--- config.mk ---
export PLATFORM = sky130hd
export DESIGN_NAME = serial_handshake_port
export DESIGN_NICKNAME = d
export VERILOG_FILES = /design/src/serial_port_pkg.sv /design/src/serial_handshake_port.sv
export SDC_FILE = /design/constraint.sdc
export NUM_CORES = 1
export LEC_CHECK = 0
export BUFFER_PORTS_ARGS = -buffer_cell sky130_fd_sc_hd__buf_2
export CAP_MARGIN = 20
export CORE_AREA = 2 2 154 156
export CTS_CLUSTER_SIZE = 24
export DETAILED_ROUTE_END_ITERATION = 10
export DIE_AREA = 0 0 156 158
export MAX_ROUTING_LAYER = met4
export SLEW_MARGIN = 20
export SYNTH_ARGS = -nofsm -noshare
export SYNTH_HDL_FRONTEND = slang
export SYNTH_SLANG_ARGS = --single-unit
--- constraint.sdc ---
create_clock -name ref_clk -period 4.8 [get_ports ref_clk]
set_input_delay 1.44 -clock ref_clk [delete_from_list [all_inputs] [get_ports ref_clk]]
set_output_delay 1.44 -clock ref_clk [all_outputs]
set_load 0.005 [all_outputs]
--- src/serial_port_pkg.sv ---
// Constants and carrier types for the modem host serial handshake port.
// Assumes a single 125 MHz clock and a synchronous active-high reset.
//
// Functional notes
// - Hold receive data while rts_n is high
// - Link data and responses share receive line
// - Command response goes before link data
// - Receive line idles at mark level
// - ri_n low during each ring on segment
// - No off-hook while ri_n is asserted
// - Wireless variant pulses ri_n once per second
// - dsr_n reflects local unit state only
// - Connection lamp active high while connected
// - USB available only while bus voltage present
// - cts_n low when transmit data will be taken
// - dcd_n low while data connection established
// - dtr_n low keeps connection, high disconnects
package serial_port_pkg;

    localparam int unsigned CLK_HZ         = 125_000_000;
    localparam int unsigned DEFAULT_BAUD   = 115_200;
    localparam int unsigned DATA_BITS      = 8;
    localparam int unsigned FRAME_BITS     = DATA_BITS + 2;
    localparam int unsigned RING_PERIOD_MS = 1000;
    localparam int unsigned STROBE_MS      = 100;
    localparam int unsigned LAMP_HOLD_MS   = 50;
    localparam int unsigned RING_CYCLES    = CLK_HZ / 1000 * RING_PERIOD_MS;
    localparam int unsigned STROBE_CYCLES  = CLK_HZ / 1000 * STROBE_MS;
    localparam int unsigned LAMP_CYCLES    = CLK_HZ / 1000 * LAMP_HOLD_MS;
    localparam logic        MARK_LEVEL     = 1'b1;
    localparam logic        SPACE_LEVEL    = 1'b0;

    typedef struct packed {
        logic       valid;
        logic [7:0] data;
    } byte_beat_type;

    typedef enum logic [3:0] {
        TX_IDLE  = 4'h1,
        TX_START = 4'h2,
        TX_DATA  = 4'h4,
        TX_STOP  = 4'h8
    } tx_state_type;

    typedef enum logic [3:0] {
        RX_IDLE  = 4'h1,
        RX_START = 4'h2,
        RX_DATA  = 4'h4,
        RX_STOP  = 4'h8
    } rx_state_type;

endpackage

--- src/serial_handshake_port.sv ---
// Host-side serial port: receive/transmit framing, link FIFO, handshake
// lines and status lamps. Inputs are synchronous to ref_clk.
`timescale 1ns/1ps

////////////////////////////////////////////////////////////////////////////////
module byte_fifo #(
    parameter int WIDTH = 8,
    parameter int DEPTH = 8
) (
    input  wire logic             ref_clk,
    input  wire logic             reset,
    input  wire logic             in_valid,
    output logic                  in_ready,
    input  wire logic [WIDTH-1:0] in_data,
    output logic                  out_valid,
    input  wire logic             out_ready,
    output logic      [WIDTH-1:0] out_data
);
    localparam int AW = $clog2(DEPTH);
    logic [WIDTH-1:0] mem_q [DEPTH];
    logic [AW:0]      wr_q;
    logic [AW:0]      rd_q;
    logic             push;
    logic             pop;

    assign in_ready  = (wr_q - rd_q) != (AW+1)'(DEPTH);
    assign out_valid = wr_q != rd_q;
    assign out_data  = mem_q[rd_q[AW-1:0]];
    assign push      = in_valid && in_ready;
    assign pop       = out_valid && out_ready;

    always_ff @(posedge ref_clk)
    begin
        if (push)
        begin
            mem_q[wr_q[AW-1:0]] <= in_data;
        end
    end

    always_ff @(posedge ref_clk)
    begin
        if (reset)
        begin
            wr_q <= '0;
            rd_q <= '0;
        end
        else
        begin
            if (push)
            begin
                wr_q <= wr_q + 1'b1;
            end
            if (pop)
            begin
                rd_q <= rd_q + 1'b1;
            end
        end
    end
endmodule // byte_fifo

////////////////////////////////////////////////////////////////////////////////
module serial_handshake_port #(
    parameter int BAUD_DIV     = serial_port_pkg::CLK_HZ
                                 / serial_port_pkg::DEFAULT_BAUD,
    parameter int RING_CYCLES  = serial_port_pkg::RING_CYCLES,
    parameter int STROBE_CYCLES = serial_port_pkg::STROBE_CYCLES,
    parameter int LAMP_CYCLES  = serial_port_pkg::LAMP_CYCLES,
    parameter int FIFO_DEPTH   = 8,
    parameter bit WIRELESS     = 1'b0
) (
    input  wire logic                           ref_clk,
    input  wire logic                           reset,
    // Host serial lines
    input  wire logic                           txd,
    output logic                                rxd,
    input  wire logic                           rts_n,
    output logic                                cts_n,
    input  wire logic                           dtr_n,
    output logic                                dsr_n,
    output logic                                dcd_n,
    output logic                                ri_n,
    // Local side of the modem
    input  wire serial_port_pkg::byte_beat_type link_rx,
    output logic                                link_rx_ready,
    input  wire serial_port_pkg::byte_beat_type resp,
    output logic                                resp_ready,
    output serial_port_pkg::byte_beat_type      host_tx,
    input  wire logic                           host_tx_ready,
    input  wire logic                           unit_ready,
    input  wire logic                           carrier_up,
    input  wire logic                           ring_on,
    input  wire logic                           offhook_req,
    output logic                                offhook,
    output logic                                disconnect,
    input  wire logic                           usb_vbus,
    output logic                                usb_available,
    // Lamps
    output logic                                connect_lamp_out,
    output logic                                receive_lamp_out,
    output logic                                transmit_lamp_out,
    output logic                                terminal_ready_lamp_out
);
    localparam int BW = $clog2(BAUD_DIV + 1);
    localparam int RW = $clog2(RING_CYCLES + 1);
    localparam int LW = $clog2(LAMP_CYCLES + 1);

    serial_port_pkg::tx_state_type tx_state_q;
    serial_port_pkg::rx_state_type rx_state_q;
    logic [BW-1:0] tx_cnt_q;
    logic [BW-1:0] rx_cnt_q;
    logic [2:0]    tx_bit_q;
    logic [2:0]    rx_bit_q;
    logic [7:0]    tx_sh_q;
    logic [7:0]    rx_sh_q;
    logic          fifo_valid;
    logic [7:0]    fifo_data;
    logic          fifo_pop;
    logic          load_resp;
    logic          load_link;
    logic          host_full_q;
    logic [RW-1:0] ring_cnt_q;
    logic [LW-1:0] rx_lamp_q;
    logic [LW-1:0] tx_lamp_q;
    logic          tx_tick;
    logic          rx_tick;

    // Link data waits here while the host holds off or responses run first
    byte_fifo #(.WIDTH(8), .DEPTH(FIFO_DEPTH)) u_link_fifo (
        .ref_clk   (ref_clk),
        .reset     (reset),
        .in_valid  (link_rx.valid),
        .in_ready  (link_rx_ready),
        .in_data   (link_rx.data),
        .out_valid (fifo_valid),
        .out_ready (fifo_pop),
        .out_data  (fifo_data)
    );

    ////////////////////////////////////////////////////////////////////////////
    // Toward host: one serialiser shared by responses and link data
    assign tx_tick = tx_cnt_q == BW'(BAUD_DIV - 1);
    assign load_resp = tx_state_q == serial_port_pkg::TX_IDLE && !rts_n
                       && resp.valid;
    assign load_link = tx_state_q == serial_port_pkg::TX_IDLE && !rts_n
                       && !resp.valid && fifo_valid;
    assign resp_ready = load_resp;
    assign fifo_pop   = load_link;

    always_ff @(posedge ref_clk)
    begin
        if (reset)
        begin
            tx_state_q <= serial_port_pkg::TX_IDLE;
            tx_cnt_q   <= '0;
            tx_bit_q   <= '0;
            tx_sh_q    <= '0;
            rxd        <= serial_port_pkg::MARK_LEVEL;
        end
        else
        begin
            tx_cnt_q <= (tx_state_q == serial_port_pkg::TX_IDLE || tx_tick)
                        ? '0 : tx_cnt_q + 1'b1;
            case (tx_state_q)
                serial_port_pkg::TX_IDLE:
                begin
                    rxd <= serial_port_pkg::MARK_LEVEL;
                    if (load_resp || load_link)
                    begin
                        tx_sh_q    <= load_resp ? resp.data : fifo_data;
                        rxd        <= serial_port_pkg::SPACE_LEVEL;
                        tx_state_q <= serial_port_pkg::TX_START;
                    end
                end
                serial_port_pkg::TX_START:
                begin
                    if (tx_tick)
                    begin
                        rxd        <= tx_sh_q[0];
                        tx_sh_q    <= tx_sh_q >> 1;
                        tx_bit_q   <= '0;
                        tx_state_q <= serial_port_pkg::TX_DATA;
                    end
                end
                serial_port_pkg::TX_DATA:
                begin
                    if (tx_tick)
                    begin
                        tx_bit_q <= tx_bit_q + 1'b1;
                        rxd      <= tx_sh_q[0];
                        tx_sh_q  <= tx_sh_q >> 1;
                        if (tx_bit_q == 3'(serial_port_pkg::DATA_BITS - 1))
                        begin
                            rxd        <= serial_port_pkg::MARK_LEVEL;
                            tx_state_q <= serial_port_pkg::TX_STOP;
                        end
                    end
                end
                serial_port_pkg::TX_STOP:
                begin
                    if (tx_tick)
                    begin
                        tx_state_q <= serial_port_pkg::TX_IDLE;
                    end
                end
                default:
                begin
                    tx_state_q <= serial_port_pkg::TX_IDLE;
                    rxd        <= serial_port_pkg::MARK_LEVEL;
                end
            endcase
        end
    end

    ////////////////////////////////////////////////////////////////////////////
    // From host: sampled at mid-bit; line assumed at mark between frames
    assign rx_tick = rx_cnt_q == BW'(BAUD_DIV - 1);

    always_ff @(posedge ref_clk)
    begin
        if (reset)
        begin
            rx_state_q  <= serial_port_pkg::RX_IDLE;
            rx_cnt_q    <= '0;
            rx_bit_q    <= '0;
            rx_sh_q     <= '0;
            host_tx     <= '0;
        end
        else
        begin
            rx_cnt_q <= rx_tick ? '0 : rx_cnt_q + 1'b1;
            if (host_tx.valid && host_tx_ready)
            begin
                host_tx.valid <= 1'b0;
            end
            case (rx_state_q)
                serial_port_pkg::RX_IDLE:
                begin
                    if (txd == serial_port_pkg::SPACE_LEVEL)
                    begin
                        rx_cnt_q   <= BW'(BAUD_DIV / 2);
                        rx_state_q <= serial_port_pkg::RX_START;
                    end
                end
                serial_port_pkg::RX_START:
                begin
                    if (rx_tick)
                    begin
                        rx_bit_q   <= '0;
                        rx_state_q <= (txd == serial_port_pkg::SPACE_LEVEL)
                                      ? serial_port_pkg::RX_DATA
                                      : serial_port_pkg::RX_IDLE;
                    end
                end
                serial_port_pkg::RX_DATA:
                begin
                    if (rx_tick)
                    begin
                        rx_sh_q  <= {txd, rx_sh_q[7:1]};
                        rx_bit_q <= rx_bit_q + 1'b1;
                        if (rx_bit_q == 3'(serial_port_pkg::DATA_BITS - 1))
                        begin
                            rx_state_q <= serial_port_pkg::RX_STOP;
                        end
                    end
                end
                serial_port_pkg::RX_STOP:
                begin
                    if (rx_tick)
                    begin
                        // Framing errors and overruns drop the byte
                        if (txd == serial_port_pkg::MARK_LEVEL && !host_full_q)
                        begin
                            host_tx.valid <= 1'b1;
                            host_tx.data  <= rx_sh_q;
                        end
                        rx_state_q <= serial_port_pkg::RX_IDLE;
                    end
                end
                default:
                begin
                    rx_state_q <= serial_port_pkg::RX_IDLE;
                end
            endcase
        end
    end

    ////////////////////////////////////////////////////////////////////////////
    // Handshake lines
    always_ff @(posedge ref_clk)
    begin
        if (reset)
        begin
            host_full_q <= 1'b0;
        end
        else
        begin
            host_full_q <= host_tx.valid && !host_tx_ready;
        end
    end

    assign cts_n = host_full_q || !unit_ready;
    assign dsr_n = !unit_ready;
    assign dcd_n      = !(carrier_up && !dtr_n);
    assign disconnect = dtr_n;
    assign offhook    = offhook_req && ri_n && !dtr_n;
    assign usb_available = usb_vbus;

    always_ff @(posedge ref_clk)
    begin
        if (reset)
        begin
            ring_cnt_q <= '0;
            ri_n       <= 1'b1;
        end
        else if (WIRELESS)
        begin
            ring_cnt_q <= (ring_cnt_q == RW'(RING_CYCLES - 1))
                          ? '0 : ring_cnt_q + 1'b1;
            ri_n       <= !(ring_cnt_q < RW'(STROBE_CYCLES));
        end
        else
        begin
            ri_n <= !ring_on;
        end
    end

    ////////////////////////////////////////////////////////////////////////////
    // Lamps: receive and transmit lamps stretched so short bursts stay visible
    // activity lamps
    always_ff @(posedge ref_clk)
    begin
        if (reset)
        begin
            rx_lamp_q <= '0;
            tx_lamp_q <= '0;
        end
        else
        begin
            rx_lamp_q <= (rxd == serial_port_pkg::SPACE_LEVEL)
                         ? LW'(LAMP_CYCLES)
                         : (rx_lamp_q != '0 ? rx_lamp_q - 1'b1 : '0);
            tx_lamp_q <= (txd == serial_port_pkg::SPACE_LEVEL)
                         ? LW'(LAMP_CYCLES)
                         : (tx_lamp_q != '0 ? tx_lamp_q - 1'b1 : '0);
        end
    end

    assign receive_lamp_out        = rx_lamp_q != '0;
    assign transmit_lamp_out       = tx_lamp_q != '0;
    assign terminal_ready_lamp_out = !dtr_n;
    assign connect_lamp_out        = !dcd_n;
endmodule // serial_handshake_port

======== After elaboration in Yosys (flattened, before gate mapping) ========
Memory sizes are Yosys's and may differ from the RTL's. A register that Yosys moved wholly into a read port is not among the register bits.
Index checks and enable logic that the tools add are counted.
word-level totals
  flip-flop bits (word level) ............. 118
  memory bits (writable) .................. 64
  bits of input ports ..................... 29
  output and inout bits ................... 23
  logic and storage cells ................. 142
  memories kept ........................... 1
memories
  name               words  bits a word  read ports  clocked after memory_dff  write ports  RTL line                     text
  u_link_fifo.mem_q  8      8            1           1                         1            serial_handshake_port.sv:20  logic [WIDTH-1:0] mem_q [DEPTH];
cells by class
  add/sub/neg operators ................... 9
  equality and inequality tests ........... 25
  multiplexer cells ....................... 43
  bitwise gates (word level) .............. 5
  reductions and logical operators ........ 40
operators with widths
  operator               number
  $mux 23                4
  $reduce_bool 23->1     2
  $sub 23x1->23 const B  2
  $mux 4                 10
  $mux 11                3
  $pmux 4 s4             2
  $mux 9                 3
  $mux 8                 3
  $add 11x1->11 const B  2
  $eq 11x11->1 const B   2
  $mux 3                 7
  $ne 2x2->1 const B     9
  $pmux 8 s2             1
  $reduce_and 3->1       5
  $logic_and 1x1->1      12
  $pmux 3 s2             2
  $reduce_and 5->1       2
  $add 4x1->4 const B    2
  $eq 4x1->1 const B     2
  $eq 4x2->1 const B     2
  $eq 4x3->1 const B     2
  $eq 4x4->1 const B     2
  $logic_not 1->1        8
  $mux 1                 7
  other kinds (13)       26

======== Depth between registers and ports, before layout ========
  depth in word-level cells ............... 7
  mapped depth ............................ 8
  gate-level depth less buffers ........... 7

======== By module ========
From an unflattened synthesis, not the netlist that was laid out.
second synthesis, totals
  cells, all modules ...................... 748
  area total of the unflattened synthesis .. 8202.9 µm²
by module, submodules not included
  module                 times used  cells an instance  area each (µm²)
  serial_handshake_port  1           578                5117.4
  byte_fifo              1           170                3085.5

======== Worst setup path after synthesis ========
No wires, ideal clock.
  path kind ............................... reg2out
  from .................................... register u_link_fifo.wr_q[0]
  to ...................................... output port link_rx_ready
  data arrival time ....................... 1905 ps
  path slack .............................. 1455 ps
  stages on the path, launching flop included .. 8
  cell sequence ........................... dfxtp_1 > clkbuf_1 > inv_1 > ha_1 > nor2b_1 > xnor2_1 > a2111oi_0 > nor2_1
on the way
  word-level cells in the longest chain between the ends .. 2
ends and longest elaborated chain
  what                    RTL line                     text
  from (decl)             serial_handshake_port.sv:21  logic [AW:0] wr_q;
  from (signal assigned)  serial_handshake_port.sv:51  wr_q <= wr_q + 1'b1;
  $sub 4x4->4             serial_handshake_port.sv:26  assign in_ready = (wr_q - rd_q) != (AW+1)'(DEPTH);
  $ne 4x4->1              serial_handshake_port.sv:26
  to (decl)               serial_handshake_port.sv:84  output logic link_rx_ready,
No other way between the ends.

======== Worst setup path in the final report ========
Ends and elaborated chain as after synthesis.

==> run metrics <==
H-tree Lvls=4; Max IR drop VDD=~0.24 mV; final setup fails=0; CTS tree=yes; die width=between 150 and 200 µm; startpoint types=flip-flop; Via-to-Cell Ratio=5.057; worst rel slew slack=about 40%; Hold Fails Final Rpt=0; Main synth FF type=dfxtp_1; crit-path cells=inv_1 -> ha_1 -> nor2b_1 -> o21ai_0 -> a2111oi_0 -> nor2_1 -> buf_2; CTS Sinks=between 150 and 200; Worst Skew=0.01424 ns; final WL=roughly 16 mm; vias in the first global route=5,335; vias=roughly 5,500; count of cell types in the netlist=61; post-synthesis compound-gate area fraction=a little under a tenth; area share of fa/ha/maj cells after synthesis=roughly 2.3%; Highest Clock Rate=0.2382 GHz; port bufs=49; register area share after synthesis=53.61%; Simple-Gate Fraction of Synth Area=between 10% and 20%; grt ovf=0; Synth Register Bits=185; share of cells above drive strength 1=17.00%; worst min-delay path category=reg2reg; cells after synthesis=between 700 and 800; status=complete, no violations; slowest cell on the critical path=a2111oi_0; Layout Utilization=40.46%; Final HPWL DP=~11 mm; commonest non-fill, non-tap cell in the layout=dfxtp_1; fin crit period=4.198 ns; max_cap viols=0; Nets=just over 800; met2 usage=a little under a quarter; Yosys warnings=0; crit-path max FO=9; Worst setup EP type=output pin; WP data arrival=2.76 ns; setup tns final=0 ns; largest net degree at the start of global routing=46; crit-path max cell delay=just over 0.8 ns; RSZ-0062 raised after global routing=false; fin crit share=87.46%; Worst EP required=between 3 and 4 ns; pwr dens=about 470 nW/µm²; WS Path Type=reg2out; Row Count=56; met3 Usage GRT=approximately 2.8%; Post-CTS Setup Repair Bufs=0; I/O pin count=52; Total GRT Usage=between 10% and 20%; drt initial violations=between 200 and 250; Syn Area/Cell=approximately 11 µm²; clk slew on worst S/H paths=0.09 ns; Post-synth EDFFs=between 60 and 70; CTS root buf=clkbuf_16; cts bufs inserted=17; Slew Viols, Final=0; Die Y=roughly 160 µm; routed length per instance=between 10 and 15 µm; Register Area=~4300 µm²; Pre-antenna DRT Iters=5; die area=~25,000 µm²; area growth from synthesis to layout=15.08%; ys async rst share=0%; Initial Util=approximately a third; number of routed nets with antenna violations=0; initial antenna violation count=0; Synth Net Count=slightly below 800; Leak=about 3.3 nW; global-route wire length before repair=~26 mm; M1 GR Usage=between 10% and 20%; mux share of post-synthesis cell area=under 10%; leading cell types in the layout, fill and taps excluded=dfxtp_1, nor2_1, edfxtp_1, buf_2, mux2i_1; Syn Std Cell Area=between 8000 and 9000 µm²; largest family of logic cells by synthesized area=simple AND/OR/NAND/NOR gates; clk buf depth=2; cts hold-fix bufs=0; Slew @ Worst Pin=around 0.88 ns; clock latency at the later pin of the worst-skew pair=between 0.4 and 0.5 ns; Synth Area in XOR/XNOR=5.620%; # fillers=approximately 2,200; core outline area=~23,000 µm²; layer with the highest usage=met2; overall power=roughly 0.0043 W; multi-input logic area=3565 µm²; PostCTS Resize Cnt=0; number of inserted diodes=0; routability cong.=roughly 0.76; DR DRC count=0
==> worst max-delay path: cells and delay by family (launching register included) <==
kind / cells / cell delay [ns]
AOI/OAI and AO/OA: 2 / 0.96
DFF: 1 / 0.54
buffers and inverters: 2 / 0.33
and+or+nand+nor: 2 / 0.25
adders and majority gates: 1 / 0.23
==> layout make-up <==
| cell class | instances | share of cell area, % |
|---|---|---|
| Inverter | 23 | 0.9257 |
| Sequential cell | 185 | 46.59 |
| Tap cell | 290 | 3.891 |
| Timing Repair Buffer | 60 | 3.515 |
| Clock inverter | 15 | 2.294 |
| Multi-Input combinational cell | 494 | 38.22 |
| Clock buffer | 17 | 4.561 |
==> layer usage <==
metal	wire length, µm	vias up
li1	-	2786
met1	7557	2613
met2	7665	72
met3	414	11
met4	166	0
met5	0	-
==> power by group <==
| part | leakage (nW) | total, W | switching [W] | internal, W |
|---|---|---|---|---|
| clock network | 0.309 | 0.00148 | 0.000742 | 0.000733 |
| logic | 1.46 | 0.000910 | 0.000493 | 0.000417 |
| registers | 1.57 | 0.00196 | 0.000170 | 0.00179 |
| total | 3.34 | 0.00434 | 0.00140 | 0.00294 |
==> state kept, by name, indices dropped and copies added (netlist names), 8 cells and up, named ones only <==
name,flops
rx_sh_q,8
u_link_fifo.mem_q,64
rx_lamp_q,23
tx_sh_q,8
tx_cnt_q,11
tx_lamp_q,23
host_tx,9
rx_cnt_q,11
==> synthesized netlist by cell type, types with 5 or more instances <==
master | n | area (µm²)
or2_2 | 5 | 31.28
and3_1 | 7 | 43.79
clkbuf_1 | 26 | 97.59
ha_1 | 15 | 187.7
or4_1 | 12 | 90.09
nor3_1 | 11 | 55.05
mux4_2 | 16 | 360.4
nor2b_1 | 7 | 43.79
inv_1 | 23 | 86.33
a22oi_1 | 5 | 37.54
a21oi_1 | 19 | 95.09
dfxtp_1 | 121 | 2422
o31ai_1 | 9 | 67.56
o21ai_0 | 29 | 145.1
xor2_1 | 21 | 183.9
or3_1 | 9 | 56.30
edfxtp_1 | 64 | 1922
nand3b_1 | 5 | 37.54
a31oi_1 | 9 | 56.30
nand2_1 | 29 | 108.9
nor2_1 | 95 | 356.6
nor4_1 | 14 | 87.58
nor4b_1 | 9 | 78.83
o22ai_1 | 7 | 43.79
mux2i_1 | 35 | 350.3
nand4_1 | 9 | 56.30
nand3_1 | 11 | 55.05
nand2b_1 | 15 | 93.84
xnor2_1 | 31 | 271.5
a211o_1 | 11 | 96.34
==> cell families after synthesis <==
logic type / after synthesis
AO/OA/AOI/OAI: 114
multiplexers: 54
XOR/XNOR: 52
flip-flops: 185
adder cells (fa/ha/maj): 15
buffers and inverters: 57
AND/OR/NAND/NOR: 259
==> per-stage QoR <==
stage	hold slack [ns]	cell area (µm²)	instances	setup slack [ns]
4_1_cts	0.4767	9325	1084	0.5746
6_report	0.4693	9326	1084	0.6018
2_1_floorplan	0.4234	8104	736	1.455
3_3_place_gp	0.4434	8686	1052	1.178
3_5_place_dp	0.4521	8686	1052	1.079
5_1_grt	0.4945	9326	1084	0.3075
==> final timing paths <==
kind | from | endpoint | slack [ns] | depth (start not counted)
setup / recovery | u_link_fifo.wr_q[0] | link_rx_ready | 0.60 | 7
hold / removal | tx_lamp_q[0] | tx_lamp_q[0] | 0.47 | 1
setup reg to reg | u_link_fifo.wr_q[1] | u_link_fifo.wr_q[3] | 1.89 | 7
hold reg to reg | tx_lamp_q[0] | tx_lamp_q[0] | 0.47 | 1
(Power assumes the default switching activity.)
